## src/core/adc_seq_pkg.sv

```systemverilog
// Constants, pin bundle and state types for the conversion sequencer.
// Assumes a single 40 MHz clock; every host pin arrives asynchronously.
//
// Summary of operation
// - Internal clock: hold and convert on strobe rise.
// - Pulse result ready low per available result.
// - Drive last-result ready low after final channel.
// - External clock: first result at 13th edge.
// - External clock: later results every three edges.
// - Internal clock: first result within 900ns.
// - Internal clock: later results within 225ns each.
// - Strobe fall mid-conversion aborts and restarts.
// - Chip select and read low drive result.
// - Reads after completion step through results, wrapping.
// - Power-up enables every channel.
// - Power-down overrides idle power-down, keeps enables.
// - Shutdown holds both ready outputs high.
// - Bus drivers follow chip select and read only.
// - Power-down fall starts a conversion like strobe.
// - Idle power-down low unpowers disabled channels.
// - Enable byte latched on write strobe rise.
// - New enable byte applies at next strobe fall.
package adc_seq_pkg;

  localparam int N_CH = 8;
  localparam int RES_W = 12;
  localparam int CFG_W = 8;

  // Timing, in the printed units and in clock cycles.
  localparam int CLK_PERIOD_NS = 25;
  localparam int FIRST_RESULT_NS = 900;
  localparam int NEXT_RESULT_NS = 225;
  localparam int FIRST_RESULT_CYC = FIRST_RESULT_NS / CLK_PERIOD_NS;
  localparam int NEXT_RESULT_CYC = NEXT_RESULT_NS / CLK_PERIOD_NS;
  localparam logic [5:0] FIRST_TICK = 6'h0d;
  localparam logic [5:0] NEXT_TICKS = 6'h03;
  // Internal conversion tick period, chosen so both bounds hold with margin.
  localparam int INT_DIV = FIRST_RESULT_CYC / (FIRST_TICK + NEXT_TICKS);
  localparam logic [1:0] INT_DIV_LAST = 2'(INT_DIV - 1);

  // Reset values.
  localparam logic [CFG_W-1:0] CFG_RESET = 8'hff;
  localparam logic [N_CH-1:0] POWER_ALL = 8'hff;

  // Host pin bundle; active-low strobes carry _n, except sample_start_strobe.
  typedef struct packed {
    logic cs_n;
    logic rd_n;
    logic wr_n;
    logic sample_start_strobe;
    logic full_power_down;
    logic idle_channel_powerdown_n;
    logic clock_source_select;
    logic ext_conv_clk;
    logic [CFG_W-1:0] data_in;
  } host_pins_t;

  localparam host_pins_t PINS_RESET = '{
    cs_n: 1'b1, rd_n: 1'b1, wr_n: 1'b1, sample_start_strobe: 1'b1,
    full_power_down: 1'b0, idle_channel_powerdown_n: 1'b1,
    clock_source_select: 1'b1, ext_conv_clk: 1'b0, data_in: 8'h00};

  typedef enum logic [1:0] {
    ST_TRACK = 2'b00,
    ST_CONV = 2'b01,
    ST_DONE = 2'b11,
    ST_OFF = 2'b10
  } seq_state_t;

  typedef logic [N_CH-1:0][RES_W-1:0] sample_set_t;

endpackage : adc_seq_pkg

```

## src/core/adc_seq.sv

```systemverilog
// Conversion sequencer and parallel result port of a simultaneous-sampling
// converter. Assumes the analog core presents every channel's code on
// sample_in in the mclk domain; host pins are asynchronous to mclk.
module adc_seq
  import adc_seq_pkg::*;
(
  // Clock, reset and enable.
  input wire logic mclk,
  input wire logic rst,
  input wire logic clk_en,
  // Host pins and analog codes.
  input wire host_pins_t pins,
  input wire sample_set_t sample_in,
  // Parallel result bus.
  output logic [RES_W-1:0] data_out,
  output logic data_oe,
  // Status strobes.
  output logic result_ready_n,
  output logic last_result_ready_n,
  // Analog control.
  output logic track_hold,
  output logic analog_power,
  output logic [N_CH-1:0] channel_power
);

  typedef struct packed {
    host_pins_t s1;
    host_pins_t s2;
    host_pins_t s3;
    host_pins_t lvl;
    seq_state_t state;
    logic [CFG_W-1:0] cfg;
    logic [CFG_W-1:0] active;
    sample_set_t held;
    logic [1:0] div;
    logic [5:0] ticks;
    logic [5:0] due;
    logic [3:0] done;
    logic [2:0] rd_idx;
    logic [RES_W-1:0] data_out;
    logic data_oe;
    logic result_ready_n;
    logic last_result_ready_n;
    logic track_hold;
    logic analog_power;
    logic [N_CH-1:0] channel_power;
  } seq_regs_t;

  localparam seq_regs_t REGS_RESET = '{
    s1: PINS_RESET, s2: PINS_RESET, s3: PINS_RESET, lvl: PINS_RESET,
    state: ST_TRACK, cfg: CFG_RESET, active: CFG_RESET, held: '0,
    div: 2'h0, ticks: 6'h00, due: FIRST_TICK, done: 4'h0, rd_idx: 3'h0,
    data_out: 12'h000, data_oe: 1'b0, result_ready_n: 1'b1,
    last_result_ready_n: 1'b1, track_hold: 1'b0, analog_power: 1'b1,
    channel_power: POWER_ALL};

  // Number of set bits in an enable mask.
  function automatic logic [3:0] count_ones(input logic [CFG_W-1:0] m);
    logic [3:0] c;
    c = 4'h0;
    for (int i = 0; i < CFG_W; i++) begin
      c = c + {3'h0, m[i]};
    end
    return c;
  endfunction : count_ones

  // Channel index of the idx-th enabled channel, counting upward.
  function automatic logic [2:0] nth_enabled(input logic [CFG_W-1:0] m,
                                             input logic [3:0] idx);
    logic [3:0] seen;
    logic [2:0] ch;
    seen = 4'h0;
    ch = 3'h0;
    for (int i = 0; i < CFG_W; i++) begin
      if (m[i]) begin
        if (seen == idx) begin
          ch = 3'(i);
        end
        seen = seen + 4'h1;
      end
    end
    return ch;
  endfunction : nth_enabled

  seq_regs_t q;
  seq_regs_t d;

  always_comb begin
    host_pins_t f;
    host_pins_t o;
    logic start_rise;
    logic start_fall;
    logic pd_fall;
    logic tick;
    logic [3:0] n_en;
    logic [5:0] ticks_nx;
    logic begin_conv;
    f = q.lvl;
    o = q.lvl;
    start_rise = 1'b0;
    start_fall = 1'b0;
    pd_fall = 1'b0;
    tick = 1'b0;
    n_en = 4'h0;
    ticks_nx = 6'h00;
    begin_conv = 1'b0;
    d = q;

    // Three-stage capture; a level is accepted once stages two and three
    // agree, so a pin caught mid-transition never produces a false edge.
    d.s1 = pins;
    d.s2 = q.s1;
    d.s3 = q.s2;
    for (int b = 0; b < $bits(host_pins_t); b++) begin
      if (q.s2[b] == q.s3[b]) begin
        f[b] = q.s3[b];
      end
    end
    d.lvl = f;

    start_rise = f.sample_start_strobe & ~o.sample_start_strobe;
    start_fall = ~f.sample_start_strobe & o.sample_start_strobe;
    pd_fall = ~f.full_power_down & o.full_power_down;
    n_en = count_ones(q.active);

    // Conversion tick: divided mclk or rising edge of the host clock.
    if (f.clock_source_select) begin
      d.div = (q.div == INT_DIV_LAST) ? 2'h0 : q.div + 2'h1;
      tick = (q.div == INT_DIV_LAST);
    end else begin
      d.div = 2'h0;
      tick = f.ext_conv_clk & ~o.ext_conv_clk;
    end

    // Enable byte is latched when the write strobe rises under select.
    if (f.wr_n & ~o.wr_n & ~f.cs_n) begin
      d.cfg = f.data_in;
    end

    // Ready pulse lasts one cycle unless set below.
    d.result_ready_n = 1'b1;

    if (f.full_power_down) begin
      d.state = ST_OFF;
      d.result_ready_n = 1'b1;
      d.last_result_ready_n = 1'b1;
      d.track_hold = 1'b0;
    end else begin
      case (q.state)
        ST_OFF: begin
          d.state = ST_TRACK;
          begin_conv = pd_fall;
        end
        ST_TRACK: begin
          d.track_hold = 1'b0;
          begin_conv = start_rise;
        end
        ST_CONV: begin
          if (start_fall) begin
            d.state = ST_TRACK;
            d.track_hold = 1'b0;
          end else if (tick) begin
            ticks_nx = q.ticks + 6'h01;
            d.ticks = ticks_nx;
            if (ticks_nx == q.due) begin
              d.due = q.due + NEXT_TICKS;
              d.done = q.done + 4'h1;
              d.result_ready_n = 1'b0;
              if (q.done + 4'h1 == n_en) begin
                d.last_result_ready_n = 1'b0;
                d.state = ST_DONE;
              end
            end
          end
        end
        ST_DONE: begin
          if (start_fall) begin
            d.state = ST_TRACK;
            d.track_hold = 1'b0;
          end
        end
        default: begin
          d.state = ST_TRACK;
        end
      endcase
      // Strobe low starts a fresh acquisition with the latest enables.
      if (start_fall) begin
        d.active = d.cfg;
        d.last_result_ready_n = 1'b1;
        d.rd_idx = 3'h0;
      end
      // An empty enable mask has nothing to convert, so the start is ignored.
      if (begin_conv && count_ones(d.active) != 4'h0) begin
        d.state = ST_CONV;
        d.track_hold = 1'b1;
        d.held = sample_in;
        d.ticks = 6'h00;
        d.due = FIRST_TICK;
        d.done = 4'h0;
        d.rd_idx = 3'h0;
        d.last_result_ready_n = 1'b1;
      end
    end

    // Read port: drivers follow select and read only, never power-down.
    d.data_oe = ~f.cs_n & ~f.rd_n;
    if (~f.cs_n & ~f.rd_n) begin
      d.data_out = q.held[nth_enabled(q.active, {1'b0, q.rd_idx})];
    end
    if (f.rd_n & ~o.rd_n & ~o.cs_n) begin
      if ({1'b0, q.rd_idx} + 4'h1 >= n_en) begin
        d.rd_idx = 3'h0;
      end else begin
        d.rd_idx = q.rd_idx + 3'h1;
      end
    end

    // Power control: full power-down wins over idle power-down.
    d.analog_power = ~f.full_power_down;
    if (f.full_power_down) begin
      d.channel_power = '0;
    end else if (f.idle_channel_powerdown_n) begin
      d.channel_power = POWER_ALL;
    end else begin
      d.channel_power = d.cfg;
    end
  end

  always_ff @(posedge mclk or posedge rst) begin
    if (rst) begin
      q <= REGS_RESET;
    end else if (clk_en) begin
      q <= d;
    end
  end

  assign data_out = q.data_out;
  assign data_oe = q.data_oe;
  assign result_ready_n = q.result_ready_n;
  assign last_result_ready_n = q.last_result_ready_n;
  assign track_hold = q.track_hold;
  assign analog_power = q.analog_power;
  assign channel_power = q.channel_power;

endmodule : adc_seq

```

## config.mk

```make
export PLATFORM = sky130hd
export DESIGN_NAME = adc_seq
export DESIGN_NICKNAME = d
export VERILOG_FILES = /design/src/core/adc_seq_pkg.sv /design/src/core/adc_seq.sv
export SDC_FILE = /design/constraint.sdc
export NUM_CORES = 1
export LEC_CHECK = 0
export ABC_AREA = 1
export BUFFER_PORTS_ARGS = -buffer_cell sky130_fd_sc_hd__buf_2
export CAP_MARGIN = 40
export CORE_MARGIN = 4
export CORE_UTILIZATION = 32
export CTS_CLUSTER_DIAMETER = 40
export DETAILED_ROUTE_END_ITERATION = 8
export GPL_ROUTABILITY_DRIVEN = 0
export GPL_TIMING_DRIVEN = 0
export SYNTH_ARGS = -nofsm -noshare
export SYNTH_HDL_FRONTEND = slang
export SYNTH_SLANG_ARGS = --single-unit
export TNS_END_PERCENT = 50
```

## constraint.sdc

```tcl
create_clock -name mclk -period 9.46 [get_ports mclk]
set_input_delay 0.946 -clock mclk [delete_from_list [all_inputs] [get_ports mclk]]
set_output_delay 0.946 -clock mclk [all_outputs]
set_load 0.01 [all_outputs]
```

Yosys cells after proc, flatten, opt, wreduce, memory -nomap -nowiden
Index checks and enable logic that the tools add are counted.
Cells by class
  bitwise operators: 18
  mux-type cells: 88
  magnitude comparators: 2
  reduce and logical (&&, ||, !) cells: 23
  eq/ne operators: 36
  add/sub/neg operators: 26
Operator list (number)
  2-to-1 mux 3 bit: 24
  2-to-1 mux 4 bit: 13
  2-to-1 mux 16 bit: 3
  2-to-1 mux 8 bit: 5
  binary-select mux 12 bit (select 3 bit): 1
  adder 4 x 1 -> 4 bit: 8
  adder 4 x 1 -> 4 bit, second input constant: 7
  == test 4 x 3 -> 1 bit: 7
  2-to-1 mux 2 bit: 14
  nonzero test 4 bit: 6
  2-to-1 mux 1 bit: 22
  2-to-1 mux 19 bit: 1
  == test 1 bit: 16
  inequality test 5 bit, second input constant: 3
  2-to-1 mux 12 bit: 1
  AND reduction 6 bit: 2
  2-to-1 mux 10 bit: 1
  AND reduction 5 bit: 2
  bitwise AND 1 bit: 9
  inverter 1 bit: 9
  AND reduction 3 bit: 3
  adder 3 x 1 -> 4 bit: 2
  adder 2 x 1 -> 3 bit: 2
  adder 6 x 1 -> 6 bit, second input constant: 1
  other kinds (23): 31
Word-level totals
  output and inout bits: 25
  input bits: 115
  register bits: 224
  logic and storage cells: 252

Logic depth before layout (Yosys ltp)
Gate-level depths: netlist (run 1).
  depth after elaboration: 29
  gate-level depth with buffers: 31
  mapped depth without buffers: 30

Worst setup path after synthesis (run 1)
OpenSTA, ideal clock, no wires.
  path kind: register to register
  start: register q[189] (netlist bit)
  end: register q[36] (netlist bit)
  clock period less this slack: 5421 ps
  data required time: 9389 ps
  setup slack: 4039 ps
  cell stages (with the launch flop): 28
  arrival time: 5349 ps
  path buffers: 1
  library setup time: 71 ps
  cell sequence: dfstp_2 inv_1 nor4_1 clkbuf_1 nand2_1 o21ai_0 o21ai_0 fa_1 fa_1 inv_1 fa_1 inv_1 ha_1 inv_1 fa_1 a31o_2 nand4_1 nand2_1 inv_1 nand2_1 nand2_1 inv_1 nor2_2 inv_2 or2_1 o21ai_0 nand2_1 nor2_1
On the way
  cells in the longest elaborated chain, start to end: 18
  elaborated cells on any way between the ends: 22
  classes of those cells: 7 x add/sub; 2 x eq/ne; 5 x mux; 2 x bitwise; 6 x reduce/logical
Ends and longest elaborated chain
  start, declared: RTL line adc_seq.sv:85  | seq_regs_t q;
  start signal, assigned: RTL line adc_seq.sv:231  | q <= REGS_RESET;
  start signal, assigned: RTL line adc_seq.sv:233  | q <= d;
  == test 1 bit: RTL line adc_seq.sv:115  | if (q.s2[b] == q.s3[b]) begin
  2-to-1 mux 1 bit (*): RTL line adc_seq.sv:115
  bitwise AND 1 bit (*) (2 in series): RTL line adc_seq.sv:136  | if (f.wr_n & ~o.wr_n & ~f.cs_n) begin
  2-to-1 mux 8 bit (*): RTL line adc_seq.sv:136
  2-to-1 mux 8 bit (*): RTL line adc_seq.sv:187  | if (start_fall) begin
  2-to-1 mux 8 bit (*): RTL line adc_seq.sv:143  | if (f.full_power_down) begin
  adder 1 x 1 -> 2 bit: RTL line adc_seq.sv:62  | c = c + {3'h0, m[i]};
  adder 2 x 1 -> 3 bit: RTL line adc_seq.sv:62
  adder 3 x 1 -> 4 bit: RTL line adc_seq.sv:62
  adder 4 x 1 -> 4 bit (3 in series): RTL line adc_seq.sv:62
  adder 4 x 1 -> 4 bit (*): RTL line adc_seq.sv:62
  nonzero test 4 bit (*): RTL line adc_seq.sv:193  | if (begin_conv && count_ones(d.active) != 4'h0) begin
  logical AND 1 bit (*): RTL line adc_seq.sv:193
  inequality test 2 x 1 -> 1 bit (no source line) / nonzero test 2 bit (equally long branches)
  AND reduction 6 bit (no source line)
Mark *: on every way between the ends. The rest lies on a longest branch, timed or not. The select of a mux whose other input is x is not followed.
A chain may end at the register's enable or synchronous reset.

Final worst setup path (run 1)
  start: register q[189] (netlist bit)
  end: register q[81] (netlist bit)
On the way
  cells in the longest elaborated chain, start to end: 17
Ends and longest elaborated chain (RTL line)
  == test 1 bit: adc_seq.sv:115
  2-to-1 mux 1 bit (*): adc_seq.sv:115
  bitwise AND 1 bit (*) (2 in series): adc_seq.sv:136
  2-to-1 mux 8 bit (*): adc_seq.sv:136
  2-to-1 mux 8 bit (*): adc_seq.sv:187
  2-to-1 mux 8 bit (*): adc_seq.sv:143
  adder 1 x 1 -> 2 bit: adc_seq.sv:62
  adder 2 x 1 -> 3 bit: adc_seq.sv:62
  adder 3 x 1 -> 4 bit: adc_seq.sv:62
  adder 4 x 1 -> 4 bit (3 in series): adc_seq.sv:62
  adder 4 x 1 -> 4 bit (*): adc_seq.sv:62
  nonzero test 4 bit (*): adc_seq.sv:193
  logical AND 1 bit (*): adc_seq.sv:193
  AND reduction 3 bit (no source line) (*)
Marks and branches as above.

==> flow_metrics.py, run 1 <==
metrics = {
    "cts": {
        "clock-sinks": 224,
        "cts_resized": 0,
        "htree_levels": 2,
        "path_clk_slew_ps": 60,
        "cts_max_path_buffers": 3,
        "cts_tree": "done",
        "cts_root_buffer": "clkbuf_16",
        "postCtsHoldBufs": 0,
        "cts-buffers-inserted": 38,
        "cts_setup_buffers": 0,
        "insertion_delay_ps": 530,
    },
    "worst_setup_path": {
        "crit_top_cell": "inv_1",
        "crit_required_ps": 9820,
        "worstPathMaxFanout": 10,
        "worst_path_max_delay_cell": "dfstp_2",
        "rrSetupSlack_ps": 2750,
        "cp-start-kind": "flop",
        "setup.worst_path.class": "reg2reg",
        "r2r_end": "q[81]",
        "critPathMaxStageDelay_ps": 540,
        "crit_end": "q[81]",
        "r2r_start": "q[189]",
        "crit_arrival_ps": 7070,
        "crit_path_start": "q[189]",
        "r2r_cells": 24,
        "end_kind": "flop",
        "crit_chain": "inv_1 -> nor4_1 -> clkdlybuf4s18_2 -> clkbuf_1 -> nand2_1 -> o21ai_0 -> o21ai_0 -> fa_1 -> fa_1 -> inv_1 -> fa_1 -> inv_1 -> ha_1 -> inv_1 -> fa_1 -> a31o_2 -> nand4_1 -> nand2_1 -> inv_1 -> nand2_1 -> inv_1 -> clkbuf_1 -> clkbuf_1 -> o21ai_0",
    },
    "cells_and_area": {
        "drive_gt1_share_pct": 19.2,
        "antennaDiodeCount": 0,
        "syn2layout_area_growth_pct": 23.3,
        "layoutNonFillerInstCount": 2155,
        "utilization_pct": 40.1,
        "fillers": 3659,
        "multi_input_area_um2": 4770,
        "seqCellArea_um2": 5670,
        "fin_nets": 1807,
    },
    "yosys": {
        "syn-num-nets": 1626,
        "synth_common_cells": "nand2_1, o21ai_0, inv_1",
        "ys_seq_area_share_pct": 48.9,
        "ys_ff_latch": 224,
        "synthesis.area_um2": 11600,
        "synth_cells": 1483,
        "async_flop_share_pct": 100,
        "synth_area_leaders": "dfrtp_1, nand2_1, dfstp_2",
        "yosysUniqueCellTypes": 39,
        "synth_most_common_cell": "nand2_1",
        "avgSynthCellArea_um2": 7.83,
        "synth_largest_area_cell": "dfrtp_1",
        "synth_warnings": 0,
        "synthFlopType": "dfrtp_1",
        "synth_edf_count": 0,
        "synth_top_area_share_pct": 36.7,
    },
    "sta": {
        "fin_crit_sh_pct": 70.9,
        "min_period_ps": 6710,
        "setup_viol": 0,
        "finalHoldViolations": 0,
        "max_freq_ghz": 0.149,
        "fin_hold_ws_ps": 460,
        "worst_slew_pin_slew_ps": 839,
        "maxSlewViolCount": 0,
        "rsz0062_at_grt": "no",
        "relSlewSlack_pct": 43.6,
        "clock-skew-final_ps": 35.5,
    },
    "global_routing": {
        "antenna_found_initial": 0,
        "grt_pass1_wl_um": 52900,
        "grt_start_max_net_pins": 117,
        "grt_pass1_vias": 10000,
        "grt_usage_pct": 16.8,
        "grt-ovfl-total": 0,
    },
    "job": {
        "maxCapViolations": 0,
    },
    "routing": {
        "drt.antenna.violating_nets": 0,
        "viasPerCell": 4.80,
        "dr.pass1.iters": 5,
        "route.detailed.drc": 0,
        "num_vias": 10300,
        "wl_per_cell_um": 15.6,
        "finalWirelength_um": 33600,
        "drtIter0Drc": 809,
    },
    "place": {
        "place_inst": 2085,
        "detailed_place_hpwl_um": 24800,
        "io_buffers": 139,
    },
    "power": {
        "p_leak_nw": 7.12,
        "power.density_nw_per_um2": 429,
        "irDropWorstVdd_uv": 344,
    },
    "hold_path": {
        "min_path_type": "reg2reg",
    },
    "floorplan": {
        "design.die.area_um2": 39400,
        "ios": 140,
        "start_util_pct": 32.6,
        "rows": 69,
        "core-area_um2": 35700,
        "die_h_um": 198,
        "die_x_um": 198,
    },
    "run_status": {
        "outcome": "finished clean",
    },
}
==> layer usage <==
layer	wire [um]	track usage (%)	vias to the layer above
li1	-	-	5093
met1	15700	24.2	4859
met2	14700	25.5	313
met3	2150	2.95	72
met4	1060	5.78	0
met5	0	0	-
==> worst max-delay path: cells and delay by family, from the launching register on <==
family | cells | cell delay [ps]
AOI/OAI and AO/OA | 4 | 810
and+or+nand+nor | 5 | 840
adders and majority gates | 5 | 2000
buffers and inverters | 10 | 2320
DFF | 1 | 540
==> logic make-up after synthesis <==
logic type               count (synthesis)  share of synthesized area (%)
XOR/XNOR                                14                           1.06
buffers and inverters                  277                           10.0
AND/OR/NAND/NOR                        699                           25.7
AO/OA/AOI/OAI                          241                           10.8
adder cells (fa/ha/maj)                 28                           3.54
flip-flops                             224                           48.9
==> through the flow <==
| stage | power (mW) | setup TNS (ps) | setup slack, ps | instance area, um^2 |
|---|---|---|---|---|
| 2_1_floorplan | 3.74 | 0 | 2470 | 11600 |
| 3_3_place_gp | 4.56 | -42080 | -270 | 12900 |
| 3_5_place_dp | 4.62 | 0 | 2750 | 12900 |
| 4_1_cts | 6.13 | 0 | 2700 | 14300 |
| 5_1_grt | 6.64 | 0 | 2160 | 14300 |
| 6_report | 6.13 | 0 | 2750 | 14300 |
==> flip-flops by register name, indices dropped and copies added, names as in the netlist <==
signal,flops
last_result_ready_n,1
analog_power,1
q,167
result_ready_n,1
data_oe,1
channel_power,8
track_hold,1
d,32
data_out,12
==> how the worst min path moves through the flow <==
stage / depth (start not counted) / start / slack [ps] / to
after floorplan: 2 / q[126] / 440 / q[126]
after global placement: 2 / d[205] / 450 / d[205]
after detailed placement: 2 / d[205] / 450 / d[205]
after CTS: 2 / d[205] / 460 / d[205]
after global routing: 2 / analog_power / 480 / analog_power
final: 2 / d[205] / 460 / d[205]
==> layout by cell type (no fill, tap or decap), drive strengths merged, types with 2 or more instances in the layout <==
cell	netlist	final
nor3	8	8
dfrtp	170	170
xor2	9	9
nand2	462	462
o22ai	5	5
clkbuf	40	86
a22o	5	5
a21o	2	2
o21ai	193	193
o211ai	2	2
clkinv	2	9
ha	20	20
nand4	10	10
nand3	160	160
a21oi	27	27
nor2	41	41
or2	2	2
inv	189	197
clkinvlp	0	3
o31ai	3	3
xnor2	5	5
bufinv	0	6
buf	46	186
fa	8	8
nand3b	14	14
dfstp	54	54
==> area by class of cell <==
type / count / area share, %
Sequential cell: 224 / 39.6
Multi-Input combinational cell: 982 / 33.3
Clock buffer: 46 / 7.35
Timing Repair Buffer: 141 / 5.12
Inverter: 191 / 5.06
Tap cell: 461 / 4.03
Buffer: 86 / 3.12
Clock inverter: 24 / 2.34
==> report_power, final <==
group / internal, mW / switching (mW) / total, mW
Clock: 0.971 / 0.512 / 1.48
Sequential: 1.33 / 0.178 / 1.51
Combinational: 1.12 / 2.02 / 3.14
Power figures use the tool's default switching activity.
==> run 2: changes to the inputs <==
- clock period: 9.46 -> 7 ns (I/O delays scaled with it)
==> flow_metrics.py, run 2 (synthesized netlist as in run 1, its figures left out) <==
metrics = {
    "floorplan": {
        "start_util_pct": 32.6,
        "design.die.area_um2": 39400,
        "rows": 69,
        "die_h_um": 198,
        "ios": 140,
        "core-area_um2": 35700,
        "die_x_um": 198,
    },
    "worst_setup_path": {
        "worst_path_max_delay_cell": "dfstp_2",
        "crit_top_cell": "inv_1",
        "setup.worst_path.class": "reg2reg",
        "end_kind": "flop",
        "worstPathMaxFanout": 10,
        "cp-start-kind": "flop",
        "crit_required_ps": 7430,
        "critPathMaxStageDelay_ps": 540,
        "crit_arrival_ps": 6860,
    },
    "cts": {
        "cts_root_buffer": "clkbuf_16",
        "htree_levels": 2,
        "clock-sinks": 224,
        "cts_resized": 0,
        "insertion_delay_ps": 530,
        "cts_setup_buffers": 0,
        "cts_max_path_buffers": 3,
        "postCtsHoldBufs": 0,
        "cts_tree": "done",
        "path_clk_slew_ps": 60,
        "cts-buffers-inserted": 38,
    },
    "cells_and_area": {
        "syn2layout_area_growth_pct": 23.4,
        "layout_commonest_cell": "nand2_1",
        "antennaDiodeCount": 0,
        "top_register": "q",
        "drive_gt1_share_pct": 19.4,
        "fillers": 3658,
        "largest_register_ffs": 167,
        "final_cell_mix": "nand2_1, o21ai_0, inv_1",
        "fin_nets": 1807,
    },
    "sta": {
        "worst_slew_pin_slew_ps": 844,
        "rsz0062_at_grt": "no",
        "max_freq_ghz": 0.156,
        "maxSlewViolCount": 0,
        "fin_ws_ps": 571,
        "clock-skew-final_ps": 34.5,
        "setup_viol": 0,
        "finalHoldViolations": 0,
        "setup_tns_ps": 0,
        "fin_crit_sh_pct": 91.8,
        "min_period_ps": 6430,
        "relSlewSlack_pct": 43.3,
    },
    "place": {
        "detailed_place_hpwl_um": 24800,
        "pre_cts_slack_ps": 293,
        "io_buffers": 139,
    },
    "routing": {
        "drt.antenna.violating_nets": 0,
        "dr.pass1.iters": 5,
        "wl_per_cell_um": 15.6,
        "finalWirelength_um": 33600,
        "num_vias": 10400,
        "drtIter0Drc": 776,
        "viasPerCell": 4.80,
        "route.detailed.drc": 0,
    },
    "global_routing": {
        "grt_usage_pct": 16.8,
        "grt_pass1_vias": 10000,
        "met3_usage_pct": 2.95,
        "antenna_found_initial": 0,
        "grt_pass1_wl_um": 52900,
        "gr-usage-met1_pct": 24.2,
        "met2_usage_pct": 25.5,
        "grt_start_max_net_pins": 117,
        "grt-ovfl-total": 0,
        "top_usage_layer": "met2",
    },
    "run_status": {
        "outcome": "finished clean",
    },
    "power": {
        "irDropWorstVdd_uv": 462,
        "power.density_nw_per_um2": 579,
        "power.total_mw": 8.29,
        "p_leak_nw": 7.13,
    },
    "job": {
        "maxCapViolations": 0,
    },
    "hold_path": {
        "min_path_type": "in2async",
    },
}
==> run 2: per-stage QoR <==
stage          instance area [um^2]  instances  util [%]  hold WS (ps)
2_1_floorplan                 11600       1483         -           440
3_3_place_gp                  12900       2083      36.1           454
3_5_place_dp                  12900       2085      36.2           454
4_1_cts                       14300       2155      40.1           347
5_1_grt                       14300       2155      40.2           370
6_report                      14300       2155      40.2           362
==> run 2: path summary, 6_finish.rpt <==
kind / startpoint / endpoint / slack [ps] / depth (start not counted)
setup / recovery: q[189] / q[36] / 570 / 28
hold / removal: rst / q[123] / 360 / 2
setup reg to reg: q[189] / q[36] / 570 / 28
hold reg to reg: d[205] / d[205] / 460 / 2
max in group asynchronous: rst / q[34] / 5610 / 3
min in group mclk: pins[12] / d[204] / 370 / 3
==> run 2: power by group <==
part	internal, mW	switching [mW]
Combinational	1.51	2.73
Clock	1.31	0.690
Sequential	1.80	0.241
Total	4.62	3.66
==> run 2: layer usage <==
metal  wire length [um]  vias up
li1                   -     5087
met5                  0        -
met3               2160       72
met2              14800      326
met4               1060        0
met1              15600     4867
==> run 2: cell type report <==
type / count / area [um^2] / area share, %
repair buffers: 141 / 733 / 5.12
clock inverters: 24 / 335 / 2.34
clock buffers: 46 / 1050 / 7.35
multi-input cells: 982 / 4780 / 33.4
flip-flops and latches: 224 / 5670 / 39.6
inverters: 191 / 724 / 5.06
well taps: 461 / 577 / 4.03
plain buffers: 86 / 449 / 3.14
==> run 2: critical path, delay by kind of cell, from the launching register on <==
kind	cells	cell delay, ps
adder cells (fa/ha/maj)	5	2010
AO/OA/AOI/OAI	4	840
flip-flops	1	540
buffers and inverters	9	1290
AND/OR/NAND/NOR	10	1650
==> run 3: changes to the inputs <==
- clock period: 7 -> 6 ns (I/O delays scaled with it)
==> flow_metrics.py, run 3 (synthesized netlist as in run 1, its figures left out) <==
metrics = {
    "run_status": {
        "outcome": "finished clean",
    },
    "global_routing": {
        "grt_usage_pct": 16.9,
        "grt-ovfl-total": 0,
        "antenna_found_initial": 0,
        "grt_pass1_wl_um": 53200,
        "grt_start_max_net_pins": 35,
        "grt_pass1_vias": 10000,
    },
    "routing": {
        "drt.antenna.violating_nets": 0,
        "dr.pass1.iters": 5,
        "finalWirelength_um": 33900,
        "route.detailed.drc": 0,
        "wl_per_cell_um": 15.7,
        "viasPerCell": 4.79,
        "drtIter0Drc": 828,
        "num_vias": 10300,
    },
    "cts": {
        "cts_setup_buffers": 0,
        "htree_levels": 2,
        "cts_root_buffer": "clkbuf_16",
        "cts_max_path_buffers": 3,
        "path_clk_slew_ps": 50,
        "insertion_delay_ps": 520,
        "cts-buffers-inserted": 36,
        "cts_tree": "done",
        "clock-sinks": 224,
    },
    "sta": {
        "setup_tns_ps": 0,
        "maxSlewViolCount": 0,
        "max_freq_ghz": 0.180,
        "fin_crit_sh_pct": 92.6,
        "setup_viol": 0,
        "finalHoldViolations": 0,
        "rsz0062_at_grt": "no",
        "clock-skew-final_ps": 31.5,
        "worst_slew_pin_slew_ps": 680,
        "fin_ws_ps": 445,
        "relSlewSlack_pct": 54.2,
        "min_period_ps": 5560,
    },
    "power": {
        "irDropWorstVdd_uv": 592,
        "switchingPower_mw": 4.22,
        "power.density_nw_per_um2": 657,
        "p_int_mw": 5.18,
        "p_seq_share_pct": 25.4,
        "p_leak_nw": 7.14,
        "switching_share_pct": 44.9,
        "clkPwrFrac_pct": 21.6,
        "p_comb_share_pct": 53.0,
        "power.total_mw": 9.40,
    },
    "cells_and_area": {
        "utilization_pct": 40.1,
        "largest_register_ffs": 167,
        "syn2layout_area_growth_pct": 23.3,
        "final_cell_mix": "nand2_1, o21ai_0, inv_1",
        "layout_commonest_cell": "nand2_1",
        "antennaDiodeCount": 0,
        "drive_gt1_share_pct": 20.2,
        "layoutNonFillerInstCount": 2155,
        "top_register": "q",
        "fin_nets": 1811,
    },
    "floorplan": {
        "ios": 140,
        "core-area_um2": 35700,
        "die_h_um": 198,
        "start_util_pct": 32.6,
        "rows": 69,
        "design.die.area_um2": 39400,
        "die_x_um": 198,
    },
    "place": {
        "io_buffers": 139,
        "place_inst": 2091,
        "detailed_place_hpwl_um": 25600,
        "pre_cts_slack_ps": -587,
    },
    "worst_setup_path": {
        "path_delay_family": "adder cells",
        "setup.worst_path.class": "reg2reg",
        "critPathMaxStageDelay_ps": 530,
        "crit_required_ps": 6420,
        "end_kind": "flop",
        "crit_top_cell": "inv_1",
        "worstPathMaxFanout": 10,
        "worst_path_max_delay_cell": "dfstp_2",
        "crit_arrival_ps": 5980,
        "cp-start-kind": "flop",
        "path_buf_inv": 9,
    },
    "job": {
        "maxCapViolations": 0,
    },
    "hold_path": {
        "min_path_type": "in2async",
    },
}
-- run 3: cell types whose count changed in the layout (fill, tap and decap cells not counted), moves of 3 or more --
cell,delta
clkbuf_2,+8
buf_12,+7
bufinv_16,-5
clkbuf_1,-5
o21ai_0,-5
inv_6,-4
o21ai_2,+3
-- run 3: metal layers --
metal  up-vias  global-route usage (%)  wire length, um
li1       5107                       -                -
met2       273                    25.7            15000
met1      4880                    24.4            16000
met3        66                    3.10             1900
met5         -                       0                0
met4         0                    5.93             1020
-- run 3: power by group through the flow --
stage	registers, mW	clock network (mW)	logic [mW]
floorplan	2.31	0	3.59
global placement	2.39	0	4.78
detailed placement	2.40	0	4.89
CTS	2.38	2.08	4.94
global route	2.45	2.14	5.64
finish	2.39	2.03	4.98
-- run 3: final timing paths --
kind,to,from,slack [ps],depth (start not counted)
max in group asynchronous,q[151],rst,4830,5
setup / recovery,q[36],q[189],440,28
min in group mclk,d[205],pins[13],270,3
hold reg to reg,d[205],d[205],460,2
setup reg to reg,q[36],q[189],440,28
hold / removal,q[46],rst,110,2
-- run 3: final cells by class --
cell class | instances | area, um^2
Sequential cell | 224 | 5670
Clock inverter | 13 | 126
Multi-Input combinational cell | 982 | 4830
Fill cell | 3633 | 21300
Tap cell | 461 | 577
Clock buffer | 51 | 1070
Buffer | 86 | 467
Inverter | 191 | 721
Timing Repair Buffer | 147 | 843
-- run 3: worst reg2reg max path, delay by kind of cell (launching register included) --
kind | cells | cell delay [ps]
adders and majority gates | 5 | 1990
and+or+nand+nor | 10 | 1310
buffers and inverters | 9 | 1000
AOI/OAI and AO/OA | 4 | 620
DFF | 1 | 530
-- run 3: timing repair --
action,CTS,global route
gates cloned,0,0
endpoints found under the setup margin,101,101
hold buffers,0,0
resized for setup,13,28
pin swaps,0,0
-- run 3: through the flow --
step	instance area, um^2	hold slack (ps)
2_1_floorplan	11600	440
5_1_grt	14300	152
4_1_cts	14200	122
6_report	14300	115
3_3_place_gp	12900	455
3_5_place_dp	13000	454
